File: src/logic/tccc_pkg.sv
package tccc_pkg;

    // ========================================================
    // Geometry and register map
    // ========================================================
    localparam int CHANNELS = 2;
    localparam int ADDR_W = 4;
    localparam int CH_STRIDE = 3;
    localparam logic [3:0] OFS_CTRL = 4'h0;
    localparam logic [3:0] OFS_HIGH = 4'h1;
    localparam logic [3:0] OFS_LOW = 4'h2;
    localparam logic [3:0] ADDR_INT_STAT = 4'h6;
    localparam logic [3:0] ADDR_INT_MASK = 4'h7;

    // ========================================================
    // Channel control field positions
    // ========================================================
    localparam int BIT_FLAG = 7;
    localparam int BIT_BUF = 5;
    localparam int BIT_CMP = 4;
    localparam int BIT_ELS_HI = 3;
    localparam int BIT_ELS_LO = 2;
    localparam int BIT_TOV = 1;
    localparam int BIT_MAX = 0;

    // ========================================================
    // Codes and reset values
    // ========================================================
    localparam logic [1:0] ELS_OFF = 2'h0;
    localparam logic [1:0] ELS_TOGGLE = 2'h1;
    localparam logic [1:0] ELS_CLEAR = 2'h2;
    localparam logic [1:0] ELS_SET = 2'h3;
    localparam logic OUT_RESET = 1'h1;
    localparam logic [1:0] INT_RESET = 2'h0;
    localparam logic [7:0] RDATA_RESET = 8'h00;

    typedef enum logic [3:0] {
        TCCC_PORT = 4'h1,
        TCCC_CAPT = 4'h2,
        TCCC_UNBUF = 4'h4,
        TCCC_BUF = 4'h8
    } tccc_mode_t;

    function automatic tccc_mode_t chan_mode(input logic off, input logic bm,
                                             input logic cm, input logic [1:0] els);
        if (off || els == ELS_OFF) return TCCC_PORT;
        if (bm) return TCCC_BUF;
        if (cm) return TCCC_UNBUF;
        return TCCC_CAPT;
    endfunction

    function automatic logic reg_hit(input logic [3:0] a, input int ch, input logic [3:0] ofs);
        return a == (4'(ch * CH_STRIDE) + ofs);
    endfunction

endpackage

File: src/logic/tccc_channels.sv
// Local design decisions: the strobed register port and the register offsets.
`timescale 1ns/1ps
module tccc_channels (
    input wire logic clk, // Timer clock.
    input wire logic reset_n, // Synchronous reset, active low.
    input wire logic [tccc_pkg::ADDR_W-1:0] addr, // Register address.
    input wire logic [7:0] wdata, // Write data.
    input wire logic wr_stb, // Write strobe.
    input wire logic rd_stb, // Read strobe.
    output logic [7:0] rdata, // Read data, cycle after the strobe.
    input wire logic [15:0] counter_value, // Shared counter value.
    input wire logic counter_step, // Counter took a new value.
    input wire logic counter_overflow, // Counter wrapped at modulo.
    input wire logic [tccc_pkg::CHANNELS-1:0] pin_in, // Channel pin levels.
    output logic [tccc_pkg::CHANNELS-1:0] pin_out, // Channel pin drive values.
    output logic [tccc_pkg::CHANNELS-1:0] pin_oe_n, // Low while driving a pin.
    output logic [tccc_pkg::CHANNELS-1:0] pin_is_gpio, // Pin left to port logic.
    output logic irq // Unmasked channel event pending.
);
    localparam int N = tccc_pkg::CHANNELS;

    // ========================================================
    // State
    // ========================================================
    logic buf0_reg;
    logic [N-1:0] msa_reg;
    logic [1:0] els_reg [N];
    logic [N-1:0] tov_reg, max_reg, max_eff_reg;
    logic [N-1:0] flag_reg, arm_reg;
    logic [N-1:0] cap_lock_reg, cmp_lock_reg;
    logic [15:0] val_reg [N];
    logic [15:0] act_cmp_reg;
    logic last_wr_reg;
    logic [N-1:0] pin_out_reg, pin_oe_n_reg, gpio_reg;
    logic [N-1:0] int_stat_reg, int_mask_reg;
    logic [7:0] rdata_reg;
    logic irq_reg;

    // ========================================================
    // Per-channel decode
    // ========================================================
    tccc_pkg::tccc_mode_t mode [N];
    logic [N-1:0] ch_off;
    logic [N-1:0] cap_mode, cmp_mode, sw_cmp;
    logic [N-1:0] edge_hit;
    logic [N-1:0] cap_evt, cmp_evt;
    logic [N-1:0] ovf_tgl, pol;
    logic [N-1:0] ctrl_wr, ctrl_rd, hi_wr, hi_rd, lo_wr, lo_rd;
    logic [15:0] cmp_val [N];
    logic [7:0] ctrl_view [N];

    genvar g;
    generate
        for (g = 0; g < N; g++) begin : g_ch
            // Channel one has no buffered bit and goes dark when channel zero buffers.
            assign ch_off[g] = (g == 1) && buf0_reg;
            assign mode[g] = tccc_pkg::chan_mode(ch_off[g], (g == 0) && buf0_reg,
                                                 msa_reg[g], els_reg[g]);
            assign cap_mode[g] = mode[g] == tccc_pkg::TCCC_CAPT;
            assign cmp_mode[g] = (mode[g] == tccc_pkg::TCCC_UNBUF) ||
                                 (mode[g] == tccc_pkg::TCCC_BUF);
            assign ctrl_wr[g] = wr_stb && !ch_off[g] &&
                                tccc_pkg::reg_hit(addr, g, tccc_pkg::OFS_CTRL);
            assign ctrl_rd[g] = rd_stb && tccc_pkg::reg_hit(addr, g, tccc_pkg::OFS_CTRL);
            assign hi_wr[g] = wr_stb && tccc_pkg::reg_hit(addr, g, tccc_pkg::OFS_HIGH);
            assign hi_rd[g] = rd_stb && tccc_pkg::reg_hit(addr, g, tccc_pkg::OFS_HIGH);
            assign lo_wr[g] = wr_stb && tccc_pkg::reg_hit(addr, g, tccc_pkg::OFS_LOW);
            assign lo_rd[g] = rd_stb && tccc_pkg::reg_hit(addr, g, tccc_pkg::OFS_LOW);

            tccc_edge u_edge (
                .clk(clk),
                .reset_n(reset_n),
                .pin_in(pin_in[g]),
                .rise_en(cap_mode[g] && els_reg[g][0]),
                .fall_en(cap_mode[g] && els_reg[g][1]),
                .edge_hit(edge_hit[g])
            );

            assign cap_evt[g] = edge_hit[g] && !cap_lock_reg[g];
            assign cmp_val[g] = (mode[g] == tccc_pkg::TCCC_BUF) ? act_cmp_reg : val_reg[g];
            // With select code zero and compare mode set, matches still flag but the pin stays free; while channel zero buffers, neither channel flags.
            assign sw_cmp[g] = (mode[g] == tccc_pkg::TCCC_PORT) && msa_reg[g] && !ch_off[g] &&
                               !((g == 0) && buf0_reg);
            assign cmp_evt[g] = (cmp_mode[g] || sw_cmp[g]) && counter_step && !cmp_lock_reg[g] &&
                                counter_value == cmp_val[g];
            assign ovf_tgl[g] = cmp_mode[g] && tov_reg[g] && counter_overflow;
            // Clear-on-compare pulses are active high, so that is polarity one.
            assign pol[g] = els_reg[g] == tccc_pkg::ELS_CLEAR;
            assign ctrl_view[g] = ch_off[g] ? 8'h00 :
                {flag_reg[g], 1'h0, (g == 0) && buf0_reg, msa_reg[g], els_reg[g],
                 tov_reg[g], max_reg[g]};

            // ================================================
            // Control fields
            // ================================================
            always_ff @(posedge clk) begin
                if (!reset_n) begin
                    msa_reg[g] <= 1'h0;
                    els_reg[g] <= tccc_pkg::ELS_OFF;
                    tov_reg[g] <= 1'h0;
                    max_reg[g] <= 1'h0;
                end else if (ctrl_wr[g]) begin
                    msa_reg[g] <= wdata[tccc_pkg::BIT_CMP];
                    els_reg[g] <= wdata[tccc_pkg::BIT_ELS_HI:tccc_pkg::BIT_ELS_LO];
                    tov_reg[g] <= wdata[tccc_pkg::BIT_TOV];
                    max_reg[g] <= wdata[tccc_pkg::BIT_MAX];
                end
            end

            // ================================================
            // Event flag: read with flag set, then write zero
            // ================================================
            always_ff @(posedge clk) begin
                if (!reset_n) begin
                    flag_reg[g] <= 1'h0;
                    arm_reg[g] <= 1'h0;
                end else if (cap_evt[g] || cmp_evt[g]) begin
                    flag_reg[g] <= 1'h1;
                    arm_reg[g] <= 1'h0;
                end else if (ctrl_wr[g] && !wdata[tccc_pkg::BIT_FLAG] && arm_reg[g]) begin
                    flag_reg[g] <= 1'h0;
                    arm_reg[g] <= 1'h0;
                end else if (ctrl_rd[g] && flag_reg[g]) begin
                    arm_reg[g] <= 1'h1;
                end
            end

            // ================================================
            // Channel value and byte-order locks
            // ================================================
            // No reset: the value is data and its content after reset is undefined.
            always_ff @(posedge clk) begin
                if (cap_evt[g]) begin
                    val_reg[g] <= counter_value;
                end else if (hi_wr[g]) begin
                    val_reg[g][15:8] <= wdata;
                end else if (lo_wr[g]) begin
                    val_reg[g][7:0] <= wdata;
                end
            end

            always_ff @(posedge clk) begin
                if (!reset_n) begin
                    cap_lock_reg[g] <= 1'h0;
                end else if (lo_rd[g]) begin
                    cap_lock_reg[g] <= 1'h0;
                end else if (hi_rd[g] && cap_mode[g]) begin
                    cap_lock_reg[g] <= 1'h1;
                end
            end

            always_ff @(posedge clk) begin
                if (!reset_n) begin
                    cmp_lock_reg[g] <= 1'h0;
                end else if (lo_wr[g]) begin
                    cmp_lock_reg[g] <= 1'h0;
                end else if (hi_wr[g] && (cmp_mode[g] || sw_cmp[g])) begin
                    cmp_lock_reg[g] <= 1'h1;
                end
            end

            // ================================================
            // Pin output
            // ================================================
            always_ff @(posedge clk) begin
                if (!reset_n) begin
                    pin_out_reg[g] <= tccc_pkg::OUT_RESET;
                    pin_oe_n_reg[g] <= 1'h1;
                    gpio_reg[g] <= 1'h1;
                    max_eff_reg[g] <= 1'h0;
                end else begin
                    gpio_reg[g] <= mode[g] == tccc_pkg::TCCC_PORT;
                    pin_oe_n_reg[g] <= !cmp_mode[g];
                    unique case (mode[g])
                        tccc_pkg::TCCC_PORT: begin
                            pin_out_reg[g] <= !msa_reg[g];
                            max_eff_reg[g] <= 1'h0;
                        end
                        tccc_pkg::TCCC_CAPT: begin
                            max_eff_reg[g] <= 1'h0;
                        end
                        tccc_pkg::TCCC_UNBUF, tccc_pkg::TCCC_BUF: begin
                            if (ovf_tgl[g]) begin
                                // Overflow opens a period and beats a same-cycle compare.
                                max_eff_reg[g] <= max_reg[g];
                                if (max_reg[g] || max_eff_reg[g]) begin
                                    pin_out_reg[g] <= pol[g];
                                end else begin
                                    pin_out_reg[g] <= !pin_out_reg[g];
                                end
                            end else if (cmp_evt[g] && !(max_eff_reg[g] && tov_reg[g])) begin
                                unique case (els_reg[g])
                                    tccc_pkg::ELS_TOGGLE: pin_out_reg[g] <= !pin_out_reg[g];
                                    tccc_pkg::ELS_CLEAR: pin_out_reg[g] <= 1'h0;
                                    tccc_pkg::ELS_SET: pin_out_reg[g] <= 1'h1;
                                    tccc_pkg::ELS_OFF: pin_out_reg[g] <= pin_out_reg[g];
                                endcase
                            end
                        end
                    endcase
                end
            end

        end
    endgenerate

    // ========================================================
    // Buffered compare for channel zero
    // ========================================================
    // Two value registers alternate; the latest completed write is taken at the
    // period boundary; only a pending channel zero high byte holds it off, as channel one sets no lock.
    always_ff @(posedge clk) begin
        if (!reset_n) begin
            last_wr_reg <= 1'h0;
        end else if (lo_wr[1]) begin
            last_wr_reg <= 1'h1;
        end else if (lo_wr[0]) begin
            last_wr_reg <= 1'h0;
        end
    end

    always_ff @(posedge clk) begin
        if (!buf0_reg || (counter_overflow && !cmp_lock_reg[last_wr_reg])) begin
            act_cmp_reg <= val_reg[last_wr_reg];
        end
    end

    always_ff @(posedge clk) begin
        if (!reset_n) begin
            buf0_reg <= 1'h0;
        end else if (ctrl_wr[0]) begin
            buf0_reg <= wdata[tccc_pkg::BIT_BUF];
        end
    end

    // ========================================================
    // Interrupt status, mask and request
    // ========================================================
    always_ff @(posedge clk) begin
        if (!reset_n) begin
            int_stat_reg <= tccc_pkg::INT_RESET;
        end else begin
            // A new event wins over a same-cycle write-one clear.
            int_stat_reg <= (int_stat_reg &
                ~((wr_stb && addr == tccc_pkg::ADDR_INT_STAT) ? wdata[N-1:0] : 2'h0)) |
                cap_evt | cmp_evt;
        end
    end

    always_ff @(posedge clk) begin
        if (!reset_n) begin
            int_mask_reg <= tccc_pkg::INT_RESET;
        end else if (wr_stb && addr == tccc_pkg::ADDR_INT_MASK) begin
            int_mask_reg <= wdata[N-1:0];
        end
    end

    always_ff @(posedge clk) begin
        if (!reset_n) begin
            irq_reg <= 1'h0;
        end else begin
            irq_reg <= |(int_stat_reg & int_mask_reg);
        end
    end

    // ========================================================
    // Read port
    // ========================================================
    logic [7:0] rd_mux;

    always_comb begin
        rd_mux = 8'h00;
        for (int i = 0; i < N; i++) begin
            if (tccc_pkg::reg_hit(addr, i, tccc_pkg::OFS_CTRL)) rd_mux = ctrl_view[i];
            if (tccc_pkg::reg_hit(addr, i, tccc_pkg::OFS_HIGH)) rd_mux = val_reg[i][15:8];
            if (tccc_pkg::reg_hit(addr, i, tccc_pkg::OFS_LOW)) rd_mux = val_reg[i][7:0];
        end
        if (addr == tccc_pkg::ADDR_INT_STAT) rd_mux = {6'h00, int_stat_reg};
        if (addr == tccc_pkg::ADDR_INT_MASK) rd_mux = {6'h00, int_mask_reg};
    end

    always_ff @(posedge clk) begin
        if (!reset_n) begin
            rdata_reg <= tccc_pkg::RDATA_RESET;
        end else begin
            rdata_reg <= rd_stb ? rd_mux : 8'h00;
        end
    end

    assign rdata = rdata_reg;
    assign pin_out = pin_out_reg;
    assign pin_oe_n = pin_oe_n_reg;
    assign pin_is_gpio = gpio_reg;
    assign irq = irq_reg;

endmodule // tccc_channels

File: src/logic/tccc_edge.sv
`timescale 1ns/1ps
module tccc_edge (
    input wire logic clk, // Timer clock.
    input wire logic reset_n, // Synchronous reset, active low.
    input wire logic pin_in, // Channel pin level.
    input wire logic rise_en, // Rising edges are active.
    input wire logic fall_en, // Falling edges are active.
    output logic edge_hit // Active edge seen this cycle.
);
    // ========================================================
    // Edge detection
    // ========================================================
    logic prev_reg;

    // Clearing to low means a pin held high at reset shows one spurious rise.
    always_ff @(posedge clk) begin
        if (!reset_n) begin
            prev_reg <= 1'h0;
        end else begin
            prev_reg <= pin_in;
        end
    end

    assign edge_hit = (pin_in & ~prev_reg & rise_en) | (~pin_in & prev_reg & fall_en);

endmodule // tccc_edge

File: config.mk
export PLATFORM = sky130hd
export DESIGN_NAME = tccc_channels
export DESIGN_NICKNAME = d
export VERILOG_FILES = /design/src/logic/tccc_pkg.sv /design/src/logic/tccc_channels.sv /design/src/logic/tccc_edge.sv
export SDC_FILE = /design/constraint.sdc
export NUM_CORES = 1
export LEC_CHECK = 0
export ABC_AREA = 1
export BUFFER_PORTS_ARGS = -buffer_cell sky130_fd_sc_hd__buf_4
export CORE_MARGIN = 5
export CORE_UTILIZATION = 35
export DETAILED_ROUTE_END_ITERATION = 8
export HOLD_SLACK_MARGIN = 0.1
export PLACE_DENSITY = 0.62
export SYNTH_ARGS = -nofsm -noshare
export SYNTH_HDL_FRONTEND = slang
export SYNTH_HIERARCHICAL = 1
export SYNTH_SLANG_ARGS = --single-unit
File: constraint.sdc
create_clock -name clk -period 3.2 [get_ports clk]
set_input_delay 0.64 -clock clk [delete_from_list [all_inputs] [get_ports clk]]
set_output_delay 0.64 -clock clk [all_outputs]
set_load 0.02 [all_outputs]
# After elaboration in Yosys (flattened, before gate mapping)
# Memories as Yosys holds them, arrays and structs flattened. A register that Yosys moved wholly into a read port is not among the register bits.
# Index checks and enable logic that the tools add are counted.
# totals
elab_cells,272
mem_bits_rw,36
output_inout_bits,15
reg_bits,39
memories,2
input_bits,36
# op_classes
magnitude_cmp,1
reduce_logical,98
eq_ne,29
n_mux,84
bitwise_logic,27
# memory_table
memory,depth,width,rd,rd_clocked_by_memory_dff,write_ports,line,source
val_reg,2,16,3,1,2,tccc_channels.sv:31,logic [15:0] val_reg [N];
els_reg,2,2,2,0,2,tccc_channels.sv:27,logic [1:0] els_reg [N];
# op_table
op,count
$mux W8,11
$logic_and A1 B1 Y1,50
$mux W1,50
$mux W4,10
$eq A16 B16 Y1,2
$mux W16,2
$eq A4 B3 Y1 const B,6
$reduce_or A2 Y1,9
$eq A4 B2 Y1 const B,4
$logic_not A1 Y1,15
$eq A4 B1 Y1 const B,3
$ne A3 B3 Y1 const B,4
$logic_or A1 B1 Y1,10
$mux W2,5
$reduce_bool A2 Y1,5
$and A1 B1 Y1,8
$eq A2 B2 Y1 const B,4
$eq A4 B4 Y1 const B,2
$or A1 B1 Y1,8
$pmux W1 S2,4
$not A1 Y1,6
$pmux W1 S3,2
$reduce_and A3 Y1,2
$reduce_or A3 Y1,2
other kinds (10),15

# Logic depth before layout (Yosys ltp)
# Gate-level depths: netlist of run 1.
# An unclocked memory read counts as a cell.
# logic_depth
ltp_word,20
ltp_mapped,14
ltp_nobuf,13

# Modules after synthesis
# The synthesis of run 1 kept the hierarchy.
# by_module_without_submodules
mod,area_each_um2,cells_per_inst,instances,seq_area_each_um2
tccc_channels,4784.6,643,1,2302.2
tccc_edge,48.8,8,2,20.0

# Worst setup path after synthesis of run 1
# Ideal clock, no wire load.
# synth_timing
path_type,in2reg
start,input counter_overflow
end,"register act_cmp_reg[0] (read register of val_reg), enable pin"
slack_ns,0.934
setup_time_ns,0.411
t_required_ns,2.789
path_buffers,0
t_arrival_ns,1.855
cell_stages,2
path_cell_list,nand2_1 > o21ai_0
# synth_via
elab_chain_cells,2
# synth_lines
element,line,source
"start, declared",tccc_channels.sv:13,"input wire logic counter_overflow,"
$logic_and A1 B1 Y1,tccc_channels.sv:223,if (!buf0_reg || (counter_overflow && !cmp_lock_reg[last_wr_reg])) begin
$logic_or A1 B1 Y1,tccc_channels.sv:223,
"end, declared",tccc_channels.sv:32,logic [15:0] act_cmp_reg;
# Every way passes these cells.
# A chain may end at the register's enable or synchronous reset.

==> flow_summary.ini, run 1 <==
[run_status]
outcome = finished, final reports clean

[yosys]
synth_fp_nets = 695
syn_inst = 659
synth-main-ff-cell = edfxtp_1
synth_cell_types = 34
synthesis.area_um2 = 4882
netlist.top_cell.by_area = edfxtp_1
yosysSeqAreaShare = 0.4798
ys_warn_count = 6
async_flop_share = 0
syn_avg_cell_area_um2 = 7.408
synthTopCellsByArea = edfxtp_1 (32%), nand2_1 (16%), dfxtp_1 (16%)
ys_ff_latch = 91
netlist.area_leader.share = 0.3198
synth_enable_flop_cells = 52

[final_layout]
nets = 745
layout_common_cells = nand2_1 (209), inv_1 (94), o21ai_0 (62)
utilization = 0.4154
antennaDiodeCount = 0
nFillCells = 1479
finalInstanceArea_um2 = 5722
drive_above_1_share = 0.1078
layout_commonest_cell = nand2_1
fin_cells = 894
syn_to_final_growth_pct = 17.20
largest_reg_flops = 32

[die]
fp.dieW_um = 128.1
core_area_um2 = 13770
die-area_um2 = 16410
initial_core_util = 0.3545
row_count = 43
io-pin-count = 51
fp.dieH_um = 128.1

[worst_setup_path]
crit_path_max_incr_delay_ns = 0.66
cp_common_cell = nand2_1
critical_path.max_fanout = 16
cp_cell_sequence = inv_2 > nand2_1 > nor2_1 > nand3_1 > nand2_1 > nand2_1 > nand3_1 > o21ai_0
setup.worst_path.end_class = flip-flop
cp_data_required_time_ns = 3.37
crit_slowest_cell = dfxtp_1
worstSetupStartpointType = flip-flop
crit_type = flip-flop to flip-flop
cp.arrival_ns = 2.81
r2r_cells = 8

[timing]
setup_tns_ns = 0
whs_ns = 0.4756
tightest_slew_ns = 0.8307
hold_viol = 0
timing.fmax_mhz = 378.0
slew-limit-headroom = 0.4404
finClkSkew_ns = 0.007683
period_needed_ns = 2.646
rsz0062_at_grt = false
slew_violations = 0
setup_violations = 0
period_share = 0.8268

[grt]
grt_max_degree = 24
grt_pass1_wl_um = 24810
grt_pass1_vias = 4541
grtUsageTotal = 0.1999
overflow = 0
grt_antenna_before_repair = 0

[route]
drc = 0
drt.antenna.violating_nets = 0
via_per_inst = 5.237
drt-initial-drc-count = 589
wire_per_inst_um = 18.16
wirelength_um = 16240
drt-pass1-iter-count = 5
vias = 4682

[pwr]
leakage_nw = 2.629
clkPwrFrac = 0.392
seq_power_share = 0.490
intPower_mw = 2.017
power_density_nw_per_um2 = 478.3
power_frac_comb = 0.118
ir_drop_mv = 0.2351
p_sw_frac = 0.2631
switchingPower_uw = 720.0

[worst_hold_path]
hold-path-cell-count = 2
min-delay-path-class = flip-flop to flip-flop

[placement]
place_inst = 878
io_buffer_count = 50
place.gp.congestion = 0.9563
dp_hpwl_um = 12300
place_area_um2 = 5435

[clock_tree]
path_clk_slew_ns = 0.07
post_cts_resized = 0
cts.htree.levels = 3
root_buffer = clkbuf_16
clock-sinks = 91
post_cts_buffers = 0
clk_latency_ns = 0.36
cts-hold-fix-buffers = 0
cts_buffers = 9
cts_tree = yes
clock_path_buffers = 2

[flow_run]
maxCapViolCount = 0
## final cells by class
class | instances | area (um^2) | share of cell area
clock buffers | 11 | 232.7 | 0.04067
multi-input cells | 458 | 2110 | 0.3687
flip-flops and latches | 91 | 2342 | 0.4094
well taps | 180 | 225.2 | 0.03936
repair buffers | 53 | 397.9 | 0.06954
inverters | 96 | 360.3 | 0.06298
clock inverters | 5 | 53.80 | 0.009403
## critical path: cells and delay by family, from the launching register on
kind	cells	cell delay (ns)
AO/OA/AOI/OAI	1	0.41
buffers and inverters	1	0.15
flip-flops	1	0.66
AND/OR/NAND/NOR	6	1.22
## power groups by stage
stage / Clock (mW) / Combinational (mW) / Sequential (mW)
2_1_floorplan: 0 / 0.179 / 1.36
3_3_place_gp: 0 / 0.318 / 1.36
3_5_place_dp: 0 / 0.320 / 1.36
4_1_cts: 1.08 / 0.321 / 1.34
5_1_grt: 1.12 / 0.360 / 1.35
6_report: 1.07 / 0.324 / 1.34
## layer usage
metal / up-vias / track usage / routed length (um)
met5: - / 0 / 0
met4: 0 / 0.07303 / 341
met3: 22 / 0.03292 / 1431
met2: 237 / 0.3121 / 7378
met1: 2168 / 0.2792 / 7083
li1: 2255 / - / -
## final timing paths
kind	endpoint	from	slack [ns]
worst max-delay path	val_reg[0][12]$_DFFE_PP_	buf0_reg$_SDFFE_PN0P_	0.55
worst min-delay path	int_mask_reg[0]$_SDFFE_PN0P_	int_mask_reg[0]$_SDFFE_PN0P_	0.48
worst max register to register	val_reg[0][12]$_DFFE_PP_	buf0_reg$_SDFFE_PN0P_	0.55
worst min register to register	int_mask_reg[0]$_SDFFE_PN0P_	int_mask_reg[0]$_SDFFE_PN0P_	0.48
## through the flow
step	worst slack [ns]	total power, mW
4_1_cts	0.5531	2.741
6_report	0.5542	2.737
2_1_floorplan	0.9339	1.536
3_5_place_dp	0.4986	1.685
3_3_place_gp	0.4718	1.682
5_1_grt	0.3096	2.822
## logic make-up after synthesis
family          after synthesis  share of synthesized area
compound gates              112                     0.1276
buf+inv                     110                    0.08816
flops                        91                     0.4798
simple gates                336                     0.2865
xor+xnor                     10                    0.01794
## synthesized netlist by cell type, types with 2 or more instances
cell type  number
a211oi_1        2
o21ai_0        63
dfxtp_1        39
a221oi_1        4
xor2_1          2
nor3b_1         2
buf_6           2
clkbuf_1       10
o22ai_1        13
nand3b_1        6
nand3_1        50
a31oi_1         5
nand2_1       209
or2_2           3
nor2_1         51
buf_2           2
nand4_1         6
nor3_1          4
inv_1          94
a21oi_1        17
o211ai_1        3
edfxtp_1       52
xnor2_1         8
nand2_2         2
Power figures use the tool's default switching activity.
==> run 2: changes to the inputs <==
- ABC_AREA: 1 -> 0
- PLACE_DENSITY: 0.62 -> 0.64
- clock period: 3.2 -> 2.3 ns (I/O delays scaled with it)
==> flow_summary.ini, run 2 <==
[clock_tree]
root_buffer = clkbuf_16
cts-hold-fix-buffers = 0
cts_tree = yes
clock_path_buffers = 2
path_clk_slew_ns = 0.06
cts_buffers = 9
cts.htree.levels = 3
clock-sinks = 91
clk_latency_ns = 0.36

[worst_setup_path]
cp.arrival_ns = 2.55
r2r_cells = 7
crit_type = flip-flop to flip-flop
r2r-end = pin_out[0]$_SDFFE_PN1P_
worstSetupStartpointType = flip-flop
setup.worst_path.end_class = flip-flop
timing.rr.start = els_reg[0][1]$_SDFFCE_PN0P_
cp_data_required_time_ns = 2.59
critical_path.max_fanout = 5
rrSetupSlack_ns = 0.04

[timing]
tightest_slew_ns = 0.5621
finClkSkew_ns = 0.01316
rsz0062_at_grt = true
slew-limit-headroom = 0.6239
period_needed_ns = 2.261
setup_violations = 0
whs_ns = 0.3384
hold_viol = 0
period_share = 0.9831
slew_violations = 0
timing.fmax_mhz = 442.3

[yosys]
syn_inst = 450
netlist.top_cell.by_area = edfxtp_1
synth_mux_area_frac = 0.1543
synth_fp_nets = 486
synth_enable_flop_cells = 52
yosysSeqAreaShare = 0.4871
synth_compound_area_frac = 0.1116
synth_top_family_by_area = simple AND/OR/NAND/NOR gates
synth_common_cells = nand2_1 (58), edfxtp_1 (52), mux2_2 (47)
synthMostInstantiatedCell = nand2_1
synth_cell_types = 54
async_flop_share = 0
ys_ff_latch = 91
netlist.area_leader.share = 0.3247
syn_avg_cell_area_um2 = 10.69
synth_xor_area_frac = 0.06375
ys_warn_count = 6
synth_adder_area_share = 0
synthTopCellsByArea = edfxtp_1 (32%), dfxtp_1 (16%), mux2_2 (11%)
synthesis.area_um2 = 4808
yosys.area_share.simple = 0.1629
synth-main-ff-cell = edfxtp_1

[placement]
io_buffer_count = 50
dp_hpwl_um = 11150
place.gp.congestion = 0.9257
place_area_um2 = 5644

[final_layout]
finalInstanceArea_um2 = 5986
utilization = 0.4484
largest_reg_flops = 32
layout_commonest_cell = buf_4
antennaDiodeCount = 0
layout_common_cells = buf_4 (87), nand2_1 (58), edfxtp_1 (52)
drive_above_1_share = 0.3235
nFillCells = 1260
syn_to_final_growth_pct = 24.49
nets = 572

[pwr]
leakage_nw = 2.270
ir_drop_mv = 0.3547
power_mw = 3.795
power_density_nw_per_um2 = 634.1

[worst_hold_path]
min-delay-path-class = input port to flip-flop
hold-path-cell-count = 2
worstHoldStart = pin_in[0]
worstHoldEndpoint = g_ch[0].u_edge/prev_reg$_SDFF_PN0_

[route]
vias = 3968
via_per_inst = 5.534
drt-pass1-iter-count = 5
drc = 0
drt-initial-drc-count = 356
wire_per_inst_um = 20.80
wirelength_um = 14910
drt.antenna.violating_nets = 0

[die]
fp.dieH_um = 127.2
initial_core_util = 0.3602
core_area_um2 = 13350
die-area_um2 = 16180
fp.dieW_um = 127.2
io-pin-count = 51
row_count = 42

[flow_run]
maxCapViolCount = 0

[run_status]
outcome = finished, final reports clean

[grt]
grt_antenna_before_repair = 0
grt_pass1_vias = 3864
grt_pass1_wl_um = 22700
overflow = 0
grtUsageTotal = 0.1862
grt_max_degree = 37
[run 2: changes by cell type in the layout (fill, tap and decap cells not counted), sizes merged, moves of 13 or more]
cell,before,now
buf,53,91
inv,95,8
mux2,0,47
mux2i,0,19
nand2,211,58
nand3,50,16
nor2,53,25
nor2b,0,13
o21ai,65,20
xor2,2,15
[run 2: per-layer routing]
metal	share of wire	global-route usage	vias to the layer above	wire length, um
met5	0	0	-	0
met2	0.47	0.3042	184	6954
met3	0.063	0.02880	30	944
met1	0.44	0.2495	1923	6566
met4	0.030	0.07129	0	446
li1	-	-	1831	-
[run 2: worst max path at each step]
stage	start	endpoint	slack, ns	cells after the start
finish	els_reg[0][1]$_SDFFCE_PN0P_	pin_out[0]$_SDFFE_PN1P_	0.04	7
global route	els_reg[0][1]$_SDFFCE_PN0P_	pin_out[0]$_SDFFE_PN1P_	-0.03	7
CTS	els_reg[0][1]$_SDFFCE_PN0P_	pin_out[0]$_SDFFE_PN1P_	0.03	7
detailed placement	els_reg[0][1]$_SDFFCE_PN0P_	pin_out[0]$_SDFFE_PN1P_	-0.05	7
global placement	els_reg[0][0]$_SDFFCE_PN0P_	pin_out[0]$_SDFFE_PN1P_	-0.01	7
floorplan	addr[0]	val_reg[1][0]$_DFFE_PP_	0.17	5
[run 2: per-stage QoR]
stage / std cells / worst slack, ns / TNS (ns)
3_3_place_gp: 696 / -0.01334 / -0.01334
4_1_cts: 714 / 0.02743 / 0
5_1_grt: 717 / -0.03440 / -0.03440
2_1_floorplan: 450 / 0.1674 / 0
6_report: 717 / 0.03893 / 0
3_5_place_dp: 696 / -0.04590 / -0.04590
[run 2: cells by family (layout without fill, tap and decap cells)]
family          after synthesis  after routing
buf+inv                      24            115
xor+xnor                     35             35
flops                        91             91
compound gates               76             76
mux                          67             67
simple gates                157            157
[run 2: cell type report]
cell class              count  area [um^2]  share of cell area
well taps                 176        220.2             0.03679
clock buffers              14        267.8             0.04473
clock inverters             2        10.01            0.001672
multi-input cells         335         2391              0.3995
flip-flops and latches     91         2342              0.3913
inverters                   8        30.03            0.005017
repair buffers             91        724.4              0.1210
[run 2: repair_timing]
action	in CTS	in global routing
buffers inserted	2	3
gates cloned	0	0
pin swaps	0	5
gates resized for setup	2	6
setup endpoints to repair	1	17
[run 2: critical path: stages (launching register included)]
cell	delay, ns
edfxtp_1	0.48
o21a_4	0.28
mux2i_1	0.18
xor2_1	0.22
o21ai_1	0.11
or4_4	0.58
o211ai_2	0.17
mux2i_1	0.18
[run 2: report_power, final]
part | internal, mW | total [mW] | switching (mW)
logic | 0.234 | 0.501 | 0.267
clock network | 0.802 | 1.42 | 0.618
registers | 1.81 | 1.87 | 0.0642
total | 2.85 | 3.80 | 0.949
